===== src/rtl/setpoint_pkg.sv =====
// Package of register map, field codes and carrier types for the setpoint comparators
package setpoint_pkg;

  // Widths
  localparam int WEIGHT_W   = 24;               // Signed sample width
  localparam int NUM_CMP    = 5;                // Comparator count
  localparam int TEN_PCT_DIV = 10;              // Threshold is one tenth of target

  // Register byte offsets
  localparam logic [7:0] TARGET_OFF   = 8'h00;  // Target value
  localparam logic [7:0] TOL_POS_OFF  = 8'h04;  // Positive tolerance
  localparam logic [7:0] TOL_NEG_OFF  = 8'h08;  // Negative tolerance
  localparam logic [7:0] STATUS_OFF   = 8'h0c;  // Zone and comparator outputs
  localparam logic [7:0] CMP_BASE_OFF = 8'h10;  // First comparator block
  localparam logic [7:0] CMP_STRIDE   = 8'h10;  // Bytes per comparator block
  localparam logic [3:0] CMP_CFG_SUB  = 4'h0;   // Source and operator
  localparam logic [3:0] CMP_LO_SUB   = 4'h4;   // Low limit
  localparam logic [3:0] CMP_HI_SUB   = 4'h8;   // High limit

  // Field positions
  localparam int CFG_OP_LSB  = 0;               // Operator field bits 2:0
  localparam int CFG_SRC_LSB = 4;               // Source field bits 6:4
  localparam int ST_CMP_LSB  = 4;               // Comparator bits in status
  localparam int ST_EN_BIT   = 3;               // Zone enable bit in status

  // Reset values
  localparam logic [WEIGHT_W-1:0] LIMIT_RST = 24'h000000;  // Limits and target

  // Comparator source selection
  typedef enum logic [2:0] {
    SRC_GROSS     = 3'b000,
    SRC_DISP      = 3'b001,
    SRC_DISP_ABS  = 3'b010,
    SRC_RATE      = 3'b011,
    SRC_RATE_ABS  = 3'b100
  } src_type;

  // Comparator operator
  typedef enum logic [2:0] {
    OP_LT      = 3'b000,
    OP_LE      = 3'b001,
    OP_EQ      = 3'b010,
    OP_GE      = 3'b011,
    OP_GT      = 3'b100,
    OP_WITHIN  = 3'b101,
    OP_OUTSIDE = 3'b110
  } op_type;

  // Live measurement sample
  typedef struct packed {
    logic                       valid;   // New sample strobe
    logic signed [WEIGHT_W-1:0] gross;   // Gross weight
    logic signed [WEIGHT_W-1:0] disp;    // Displayed weight
    logic signed [WEIGHT_W-1:0] rate;    // Rate
  } sample_type;

  // One comparator's setup
  typedef struct packed {
    src_type                    src;
    op_type                     op;
    logic signed [WEIGHT_W-1:0] lo;
    logic signed [WEIGHT_W-1:0] hi;
  } cmp_cfg_type;

  // Discrete outputs
  typedef struct packed {
    logic                 zone_under;
    logic                 zone_ok;
    logic                 zone_over;
    logic [NUM_CMP-1:0]   cmp;
  } dout_type;

endpackage : setpoint_pkg


===== src/rtl/weight_setpoint_comparators.sv =====
// Tolerance zone classifier and five comparators with an APB register file
// Register map, one aligned 32-bit word per register
//   0x00  target value, signed, low 24 bits used
//   0x04  positive tolerance, signed, low 24 bits used
//   0x08  negative tolerance, signed, low 24 bits used
//   0x0c  status, read-only
//           bit 0    over zone output
//           bit 1    tolerance ok output
//           bit 2    under zone output
//           bit 3    zone enable, gross above a tenth of target
//           bits 8:4 comparator outputs, comparator 0 in bit 4
//   0x10 + 0x10*k  comparator k setup, k from 0 to 4
//           +0  operator in bits 2:0, source in bits 6:4
//           +4  low limit, signed
//           +8  high limit, signed
//
// Operator codes
//   0 less, 1 less or equal, 2 equal, 3 greater or equal,
//   4 greater, 5 strictly within range, 6 outside range inclusive,
//   7 forces the output off
//
// Source codes
//   0 gross, 1 displayed, 2 absolute displayed, 3 rate,
//   4 absolute rate, 5 to 7 fall back to gross
//
// Bus timing
//   The setup edge decodes the address and loads read data,
//   ready and the error flag, so the access phase ends after
//   exactly one cycle with no wait states.
//   A write lands at the access edge at which the master sees
//   ready, never at the setup edge, so a master that aborts
//   before ready leaves every register untouched.
//   Unaligned and unmapped addresses answer with the error
//   flag and never write anything.
//   Writes to the status word are ignored.
//   Bits 31:24 of write data are dropped; reads sign-extend.
//
// Sample timing
//   Outputs change only on an edge with the sample strobe high
//   and then hold until the next strobe.
//   Each evaluation uses limits registered before that edge,
//   so a limit written at the same edge takes effect on the
//   following sample.
//
// Zone arithmetic
//   Zones always use gross weight.
//   The enable test is ten times gross against target, which
//   avoids a divider and any rounding of the tenth.
//   Sums are widened so no limit setting can wrap around.
//   Both tolerance edges count as tolerance ok.
//
// Comparator hazards
//   Nothing is latched: a comparator that stops matching drops
//   its output at the very next sample.
//   An absolute value of the most negative sample needs one
//   extra bit, so sources are carried one bit wider.
`timescale 1ns/1ps
`default_nettype none

module weight_setpoint_comparators (
  // Clock and reset
  input  wire logic                    pclk,
  input  wire logic                    presetn,
  // APB slave
  input  wire logic                    psel,
  input  wire logic                    penable,
  input  wire logic                    pwrite,
  input  wire logic [7:0]              paddr,
  input  wire logic [31:0]             pwdata,
  output logic      [31:0]             prdata,
  output logic                         pready,
  output logic                         pslverr,
  // Measurement path
  input  wire setpoint_pkg::sample_type sample,
  // Discrete outputs
  output setpoint_pkg::dout_type       dout
);

  localparam int W = setpoint_pkg::WEIGHT_W;
  localparam int N = setpoint_pkg::NUM_CMP;

  // Whole module state
  typedef struct packed {
    logic signed [W-1:0]                   target;   // Target value
    logic signed [W-1:0]                   tol_pos;  // Positive tolerance
    logic signed [W-1:0]                   tol_neg;  // Negative tolerance
    setpoint_pkg::cmp_cfg_type [N-1:0]     cmp;      // Comparator setups
    logic                                  zone_en;  // Threshold passed
    setpoint_pkg::dout_type                dout;     // Registered outputs
    logic [31:0]                           prdata;   // Read data
    logic                                  pready;   // Access answer
    logic                                  pslverr;  // Unmapped answer
  } state_type;

  state_type state_r;   // Registered state
  state_type state_nxt; // Next state

  // Absolute value of a signed sample
  function automatic logic signed [W:0] abs_val(input logic signed [W-1:0] v);
    logic signed [W:0] e;
    e = {v[W-1], v};
    abs_val = (e < 0) ? -e : e;
  endfunction : abs_val

  // Pick comparator source, widened by one bit so absolute values fit
  function automatic logic signed [W:0] pick_src(input setpoint_pkg::src_type s,
                                                 input setpoint_pkg::sample_type m);
    unique case (s)
      setpoint_pkg::SRC_GROSS:    pick_src = {m.gross[W-1], m.gross};
      setpoint_pkg::SRC_DISP:     pick_src = {m.disp[W-1], m.disp};
      setpoint_pkg::SRC_DISP_ABS: pick_src = abs_val(m.disp);
      setpoint_pkg::SRC_RATE:     pick_src = {m.rate[W-1], m.rate};
      setpoint_pkg::SRC_RATE_ABS: pick_src = abs_val(m.rate);
      default:                    pick_src = {m.gross[W-1], m.gross};  // Unused codes
    endcase
  endfunction : pick_src

  // Evaluate one comparator against its limits
  function automatic logic eval_cmp(input setpoint_pkg::cmp_cfg_type c,
                                    input logic signed [W:0] x);
    logic signed [W:0] lo;
    logic signed [W:0] hi;
    lo = {c.lo[W-1], c.lo};
    hi = {c.hi[W-1], c.hi};
    unique case (c.op)
      setpoint_pkg::OP_LT:      eval_cmp = (x <  lo);
      setpoint_pkg::OP_LE:      eval_cmp = (x <= lo);
      setpoint_pkg::OP_EQ:      eval_cmp = (x == lo);
      setpoint_pkg::OP_GE:      eval_cmp = (x >= lo);
      setpoint_pkg::OP_GT:      eval_cmp = (x >  lo);
      // Low limit is the floor, high limit the ceiling
      setpoint_pkg::OP_WITHIN:  eval_cmp = (x > lo) && (x < hi);
      setpoint_pkg::OP_OUTSIDE: eval_cmp = (x <= lo) || (x >= hi);
      default:                  eval_cmp = 1'b0;  // Illegal code drives off
    endcase
  endfunction : eval_cmp

  // Zone arithmetic, widened against overflow
  logic signed [W+1:0] gross_x;   // Gross weight, widened
  logic signed [W+3:0] ten_x;     // Gross times ten, needs four more bits
  logic signed [W+1:0] tgt_x;     // Target, widened
  logic signed [W+1:0] low_x;     // Target minus negative tolerance
  logic signed [W+1:0] high_x;    // Target plus positive tolerance
  logic [3:0]          cmp_idx;   // Addressed comparator
  logic [3:0]          cmp_sub;   // Addressed field within comparator
  logic                cmp_hit;   // Address falls in comparator space
  logic [W-1:0]        wdat;      // Write data low bits
  logic                wr_fire;   // Access edge at which a write lands
  logic                zone_gate; // Gross above a tenth of target
  logic                below_low; // Gross under the lower tolerance edge
  logic                above_high; // Gross over the upper tolerance edge

  // Next-state logic
  always_comb
  begin
    state_nxt = state_r;
    gross_x = {{2{sample.gross[W-1]}}, sample.gross};
    tgt_x   = {{2{state_r.target[W-1]}}, state_r.target};
    ten_x   = ({{2{gross_x[W+1]}}, gross_x} <<< 3) + ({{2{gross_x[W+1]}}, gross_x} <<< 1);
    low_x   = tgt_x - {{2{state_r.tol_neg[W-1]}}, state_r.tol_neg};
    high_x  = tgt_x + {{2{state_r.tol_pos[W-1]}}, state_r.tol_pos};
    wdat    = pwdata[W-1:0];
    cmp_sub = paddr[3:0];
    cmp_idx = 4'(paddr[7:4] - setpoint_pkg::CMP_BASE_OFF[7:4]);
    cmp_hit = (paddr >= setpoint_pkg::CMP_BASE_OFF) && (cmp_idx < 4'(N));
    // Only a mapped access in its completing cycle may write
    wr_fire = psel && penable && pwrite && state_r.pready && !state_r.pslverr;
    // Zone comparisons shared by the three zone outputs
    zone_gate  = (ten_x > tgt_x);
    below_low  = (gross_x < low_x);
    above_high = (gross_x > high_x);

    // Outputs update only when a new sample arrives
    if (sample.valid)
    begin
      // Enable zones once gross exceeds a tenth of target
      state_nxt.zone_en = zone_gate;
      // Mutually exclusive zone outputs, none while disabled
      state_nxt.dout.zone_under = zone_gate && below_low;
      state_nxt.dout.zone_ok    = zone_gate && !below_low
                                  && !above_high;
      state_nxt.dout.zone_over  = zone_gate && above_high
                                  && !below_low;
      // Every comparator recomputed from scratch, nothing held
      for (int i = 0; i < N; i++)
      begin
        state_nxt.dout.cmp[i] = eval_cmp(state_r.cmp[i],
                                         pick_src(state_r.cmp[i].src, sample));
      end
    end

    // APB answer is one cycle after setup; reads are decoded here, writes land later
    state_nxt.pready  = 1'b0;
    state_nxt.pslverr = 1'b0;
    if (psel && !penable)
    begin
      state_nxt.pready = 1'b1;
      state_nxt.prdata = 32'h00000000;
      if (paddr[1:0] != 2'b00)
      begin
        state_nxt.pslverr = 1'b1;  // Unaligned access refused
      end
      // Target value
      else if (paddr == setpoint_pkg::TARGET_OFF)
      begin
        state_nxt.prdata = {{(32-W){state_r.target[W-1]}}, state_r.target};
      end
      // Positive tolerance
      else if (paddr == setpoint_pkg::TOL_POS_OFF)
      begin
        state_nxt.prdata = {{(32-W){state_r.tol_pos[W-1]}}, state_r.tol_pos};
      end
      // Negative tolerance
      else if (paddr == setpoint_pkg::TOL_NEG_OFF)
      begin
        state_nxt.prdata = {{(32-W){state_r.tol_neg[W-1]}}, state_r.tol_neg};
      end
      // Status word
      else if (paddr == setpoint_pkg::STATUS_OFF)
      begin
        // Read-only; writes ignored
        state_nxt.prdata[2:0] = {state_r.dout.zone_under, state_r.dout.zone_ok, state_r.dout.zone_over};
        state_nxt.prdata[setpoint_pkg::ST_EN_BIT] = state_r.zone_en;
        state_nxt.prdata[setpoint_pkg::ST_CMP_LSB +: N] = state_r.dout.cmp;
      end
      // Comparator operator and source
      else if (cmp_hit && cmp_sub == setpoint_pkg::CMP_CFG_SUB)
      begin
        state_nxt.prdata[setpoint_pkg::CFG_OP_LSB +: 3]  = state_r.cmp[cmp_idx].op;
        state_nxt.prdata[setpoint_pkg::CFG_SRC_LSB +: 3] = state_r.cmp[cmp_idx].src;
      end
      // Comparator low limit
      else if (cmp_hit && cmp_sub == setpoint_pkg::CMP_LO_SUB)
      begin
        state_nxt.prdata = {{(32-W){state_r.cmp[cmp_idx].lo[W-1]}}, state_r.cmp[cmp_idx].lo};
      end
      // Comparator high limit
      else if (cmp_hit && cmp_sub == setpoint_pkg::CMP_HI_SUB)
      begin
        state_nxt.prdata = {{(32-W){state_r.cmp[cmp_idx].hi[W-1]}}, state_r.cmp[cmp_idx].hi};
      end
      else
      begin
        state_nxt.pslverr = 1'b1;  // Unmapped address
      end
    end

    // Write lands at the access edge at which the master sees ready;
    // the address is still held by the master, so it is decoded again
    if (wr_fire)
    begin
      // Target value
      if (paddr == setpoint_pkg::TARGET_OFF)
      begin
        state_nxt.target = wdat;
      end
      // Positive tolerance
      else if (paddr == setpoint_pkg::TOL_POS_OFF)
      begin
        state_nxt.tol_pos = wdat;
      end
      // Negative tolerance
      else if (paddr == setpoint_pkg::TOL_NEG_OFF)
      begin
        state_nxt.tol_neg = wdat;
      end
      // Status word is read-only, nothing changes
      else if (paddr == setpoint_pkg::STATUS_OFF)
      begin
        state_nxt.zone_en = state_nxt.zone_en;
      end
      // Comparator operator and source
      else if (cmp_hit && cmp_sub == setpoint_pkg::CMP_CFG_SUB)
      begin
        state_nxt.cmp[cmp_idx].op  = setpoint_pkg::op_type'(pwdata[setpoint_pkg::CFG_OP_LSB +: 3]);
        state_nxt.cmp[cmp_idx].src = setpoint_pkg::src_type'(pwdata[setpoint_pkg::CFG_SRC_LSB +: 3]);
      end
      // Comparator low limit
      else if (cmp_hit && cmp_sub == setpoint_pkg::CMP_LO_SUB)
      begin
        state_nxt.cmp[cmp_idx].lo = wdat;
      end
      // Comparator high limit
      else if (cmp_hit && cmp_sub == setpoint_pkg::CMP_HI_SUB)
      begin
        state_nxt.cmp[cmp_idx].hi = wdat;
      end
      // Refused addresses never reach here, the error flag blocks them
      else
      begin
        state_nxt.target = state_nxt.target;
      end
    end
  end

  // State register; reset clears limits, outputs and bus answer
  // Reset leaves every comparator as less-than on gross weight
  always_ff @(posedge pclk or negedge presetn)
  begin
    if (!presetn)
    begin
      state_r <= '0;
    end
    else
    begin
      state_r <= state_nxt;
    end
  end

  // Outputs straight from flip-flops
  assign prdata  = state_r.prdata;
  assign pready  = state_r.pready;
  assign pslverr = state_r.pslverr;
  assign dout    = state_r.dout;

endmodule : weight_setpoint_comparators

`default_nettype wire


===== config.mk =====
export PLATFORM = sky130hd
export DESIGN_NAME = weight_setpoint_comparators
export DESIGN_NICKNAME = d
export VERILOG_FILES = /design/src/rtl/setpoint_pkg.sv /design/src/rtl/weight_setpoint_comparators.sv
export SDC_FILE = /design/constraint.sdc
export NUM_CORES = 2
export LEC_CHECK = 0
export BUFFER_PORTS_ARGS = -buffer_cell sky130_fd_sc_hd__buf_2
export CORE_ASPECT_RATIO = 0.6
export CORE_MARGIN = 4
export CORE_UTILIZATION = 44
export CTS_CLUSTER_SIZE = 20
export DETAILED_ROUTE_END_ITERATION = 8
export PLACE_DENSITY_LB_ADDON = 0.3
export SETUP_SLACK_MARGIN = 0.02
export SYNTH_ARGS = -nofsm -noshare
export SYNTH_HDL_FRONTEND = slang
export SYNTH_SLANG_ARGS = --single-unit

===== constraint.sdc =====
create_clock -name pclk -period 5.79 [get_ports pclk]
set_input_delay 0.579 -clock pclk [delete_from_list [all_inputs] [get_ports pclk]]
set_output_delay 0.579 -clock pclk [all_outputs]
set_load 0.05 [all_outputs]

**Word level (Yosys, flattened, before mapping)**

Index checks and enable logic that the tools add are counted.

- Reductions and logical operators: 42
- Bitwise gates (word level): 4
- Magnitude comparators: 39
- Equal/unequal tests: 60
- $add $sub $neg: 6
- Mux-type cells: 59

Operator list:

| operator | number |
|---|---|
| $bwmux 270 | 4 |
| $mux 270 | 3 |
| $demux 54 s3 | 4 |
| $pmux 25 s4 | 5 |
| $ge 25x24->1 | 10 |
| $lt 25x24->1 | 10 |
| $mux 25 | 8 |
| $mux 32 | 6 |
| $bmux 54 s3 | 1 |
| $eq 25x24->1 | 5 |
| $gt 25x24->1 | 5 |
| $le 25x24->1 | 5 |
| $mux 54 | 2 |
| $eq 3x2->1 const B | 20 |
| $eq 3x3->1 const B | 20 |
| $mux 51 | 1 |
| $neg 24->25 | 2 |
| $lt 24x1->1 const B | 2 |
| $mux 48 | 1 |
| $pmux 1 s7 | 5 |
| $eq 3x1->1 const B | 10 |
| $add 27x25->28 | 1 |
| $gt 28x24->1 | 1 |
| $add 24x24->25 | 1 |
| other kinds (31) | 78 |

- Register bits after elaboration: 385
- Output and inout bits: 42

**Depth between registers and ports, before layout**

- Depth after elaboration: 13
- Depth in mapped cells: 22
- Depth with buffers taken out: 22

**Worst setup path after synthesis**

OpenSTA, ideal clock, no wires.

- Path kind: input port to flip-flop
- Start point: in sample[32] (netlist name)
- End point: reg state_r, in the netlist dout[0]
- Path buffers: 1
- Data arrival time: 5.027 ns
- Required time: 5.649 ns
- Cell stages on the path: 19
- Setup time: 0.141 ns
- Setup slack: 0.623 ns
- Path through: buf_6 -> or4_4 -> nor3_4 -> nand4_2 -> o41a_4 -> a21oi_2 -> xnor2_1 -> mux4_2 -> nand2_1 -> o21ai_1 -> ha_1 -> nand4_1 -> or2_2 -> or4_1 -> o311a_1 -> a31oi_1 -> a21oi_1 -> o32ai_1 -> a31oi_1

- Cells in the longest elaborated chain, start to end: 7
- Elaborated cells on any way between the ends: 15

RTL lines:

| item | RTL line | text |
|---|---|---|
| start, declared | weight_setpoint_comparators.sv:74 | `input wire setpoint_pkg::sample_type sample,` |
| $neg 24->25 or $lt 24x1->1 (tied branches) | weight_setpoint_comparators.sv:102 | `abs_val = (e < 0) ? -e : e;` |
| $mux 25 | weight_setpoint_comparators.sv:102 |  |
| $pmux 25 s4 (*) | weight_setpoint_comparators.sv:108 | `unique case (s)` |
| $mux 25 (*) | weight_setpoint_comparators.sv:174 | `if (sample.valid)` |
| $le 25x24->1 (tied with other cells) | weight_setpoint_comparators.sv:127, weight_setpoint_comparators.sv:133 |  |
| $logic_or 1x1->1 or $logic_and 1x1->1 (tied branches) | weight_setpoint_comparators.sv:133, weight_setpoint_comparators.sv:132 |  |
| $pmux 1 s7 (*) | weight_setpoint_comparators.sv:125 | `unique case (c.op)` |
| end signal, assigned | weight_setpoint_comparators.sv:306 | `state_r <= state_nxt;` |
| end, declared | weight_setpoint_comparators.sv:95 | `state_type state_r;` |

Every way passes the cells marked *; elsewhere a longest branch is shown, timed or not. The select of a mux whose other input is x is not followed.
A chain may end at the register's enable or synchronous reset.

**Worst setup path in the final report**

- Start point: in sample[6] (netlist name)
- End point: reg state_r, in the netlist dout[2]

The elaborated chain is that of the path after synthesis.

==> results.sh <==
export IMPL_drv_cap=0
export IMPL_pwr_density_cell_nw_per_um2=189
export IMPL_ys_types=87
export IMPL_path_class="in2reg"
export IMPL_hpwlAfterDp_um=145000
export IMPL_first_pass_iters=8
export IMPL_slew_violations=0
export IMPL_pre_cts_ws_ns=-0.136
export IMPL_fin_ws_ns=0.0709
export IMPL_cp_arrival_ns=6.20
export IMPL_fillers=7841
export IMPL_ant_nets=0
export IMPL_min_period_ns=5.72
export IMPL_gp_congestion=1.09
export IMPL_drt_vias_per_instance=6.51
export IMPL_wl_per_cell_um=32.2
export IMPL_antenna_found_initial=10
export IMPL_grt_total_usage_pct=41.5
export IMPL_syn2layout_area_growth_pct=13.3
export IMPL_synthesis_nets=4920
export IMPL_fin_crit_sh_pct=98.8
export IMPL_cp_max_fo=4
export IMPL_overflow=0
export IMPL_fmax_mhz=175
export IMPL_synth_seq_cells=377
export IMPL_boundaryPins=160
export IMPL_postCtsSetupBuffers=0
export IMPL_drt_wl_total_um=183000
export IMPL_worst_slew_pin_slew_ns=1.35
export IMPL_clock_latency_ns=0.64
export IMPL_finalSetupTns_ns=0
export IMPL_yosysSeqAreaShare_pct=26.6
export IMPL_netlist_area_um2=35500
export IMPL_grt_max_degree=117
export IMPL_clkTransAtPathRegs_ns=0.06
export IMPL_timing_slew_headroom_pct=10.2
export IMPL_yosys_top_cells_count="546 x nand2_1, 456 x o21ai_0, 401 x ha_1"
export IMPL_num_vias=37100
export IMPL_synth_edf_count=0
export IMPL_drive_gt1_share_pct=16.2
export IMPL_yosysWarnings=0
export IMPL_leakage_nw=17.4
export IMPL_syn_area_per_cell_um2=8.06
export IMPL_hold_path_class="in2async"
export IMPL_cts_resized=0
export IMPL_fin_nets=5124
export IMPL_critPathLaunchType="input port"
export IMPL_rsz0062_at_grt="no"
export IMPL_finalHoldViolCount=0
export IMPL_skew_ns=0.0533
export IMPL_status="complete, no violations"
export IMPL_post_synth_top_count_cell="nand2_1"
export IMPL_syn_instance_count=4398
export IMPL_cts_htree_levels=2
export IMPL_clock_sinks=377
export IMPL_die_height_um=228
export IMPL_cp_required_ns=6.27
export IMPL_port_buffers=151
export IMPL_first_iter_violations=6294
export IMPL_start_util_pct=44.5
export IMPL_async_flop_share_pct=100
export IMPL_power_total_mw=7.59
export IMPL_fp_row_count=80
export IMPL_synth_top_area_share_pct=26.6
export IMPL_cts_max_path_buffers=3
export IMPL_die_w_um=374
export IMPL_setup_viol=0
export IMPL_die_area_um2=85300
export IMPL_cts_made_buffers=42
export IMPL_synth_area_leaders="dfrtp_1 27%, ha_1 14%, o21ai_0 6.4%"
export IMPL_drc_errors=0
export IMPL_holdBufCountCts=0
export IMPL_cts_tree="done"
export IMPL_grt_first_pass_wirelength_um=256000
export IMPL_ir_worst_vdd_uv=204
export IMPL_post_route_util_pct=50.4
export IMPL_grt_pass1_vias=33400
export IMPL_yosysTopAreaCell="dfrtp_1"
export IMPL_cts_root_buf="clkbuf_16"
export IMPL_core_region_area_um2=79700
export IMPL_ys_flop_type="dfrtp_1"
export IMPL_cp_end_kind="register"
-- flip-flops by register name, indices dropped and copies added, names as in the netlist --
signal	count
state_r	343
prdata	24
dout	8
pready	1
pslverr	1
-- report_power, final --
group	switching [mW]	internal [mW]
Clock	1.29	1.58
Sequential	0.0323	2.66
Combinational	1.38	0.648
Total	2.70	4.89
-- cells by family after synthesis --
group,after synthesis,share of synthesized area [%]
AO/OA/AOI/OAI,1434,25.6
AND/OR/NAND/NOR,1139,14.6
buffers and inverters,662,7.51
adder cells (fa/ha/maj),404,14.3
flip-flops,377,26.6
multiplexers,274,8.68
XOR/XNOR,108,2.67
-- placed cells by master (no fill, tap or decap), types with 58 or more instances in the layout --
master   count
nand2_1    546
o21ai_0    456
ha_1       400
dfrtp_1    375
inv_1      351
a21oi_1    318
buf_4      312
nor2_1     219
buf_2      149
mux2_2     147
mux2i_1    115
a21o_1      92
a22oi_1     83
o22ai_1     68
nand4_1     68
xor2_1      58
-- per-layer routing --
metal | share of wire [%] | vias up | global-route usage [%]
li1 | - | 16300 | -
met1 | 43 | 17900 | 60.6
met2 | 35 | 2564 | 49.6
met3 | 18 | 361 | 22.7
met4 | 4.2 | 10 | 14.7
met5 | 0.12 | - | 0
-- worst paths after layout --
check,startpoint,end,slack (ns),cells after the start
min in group pclk,pwdata[14],state_r[165],0.26,3
min reg2reg,prdata[3],prdata[3],0.48,2
max in group asynchronous,presetn,state_r[203],4.46,2
min,presetn,prdata[17],0.06,1
max reg2reg,state_r[368],dout[5],0.09,18
max,sample[6],dout[2],0.07,23
-- area by class of cell --
cell class	count	area [um^2]	area share [%]
Clock buffer	55	1180	2.94
Sequential cell	377	9440	23.5
Clock inverter	14	219	0.545
Multi-Input combinational cell	3359	23400	58.3
Timing Repair Buffer	468	3220	8.03
Inverter	354	1330	3.31
Tap cell	1066	1330	3.32
Antenna cell	8	20.0	0.0499
-- worst max-delay path: stages --
cell       delay [ns]
buf_2            0.10
or4_1            0.58
or2_1            0.28
nor3_1           0.27
nand3_1          0.26
nand2_1          0.15
xor2_1           0.07
buf_4            0.18
a221oi_1         1.10
buf_4            0.31
ha_1             0.16
nand4_1          0.19
nor4_1           0.36
buf_4            0.22
o21ai_0          0.09
a21oi_1          0.12
buf_4            0.17
nor3_1           0.07
xor2_1           0.20
buf_4            0.20
a2bb2oi_1        0.16
o2111ai_1        0.15
o221a_2          0.19
-- metrics by stage --
step                      std cells  hold slack, ns  area [um^2]
final                          5701          0.0570        40200
after global placement         5624           0.461        38700
after CTS                      5693          0.0776        40100
after global routing           5693           0.129        40100
after detailed placement       5624           0.468        38700
after floorplan                4398           0.283        35500
(Power assumes the default switching activity.)
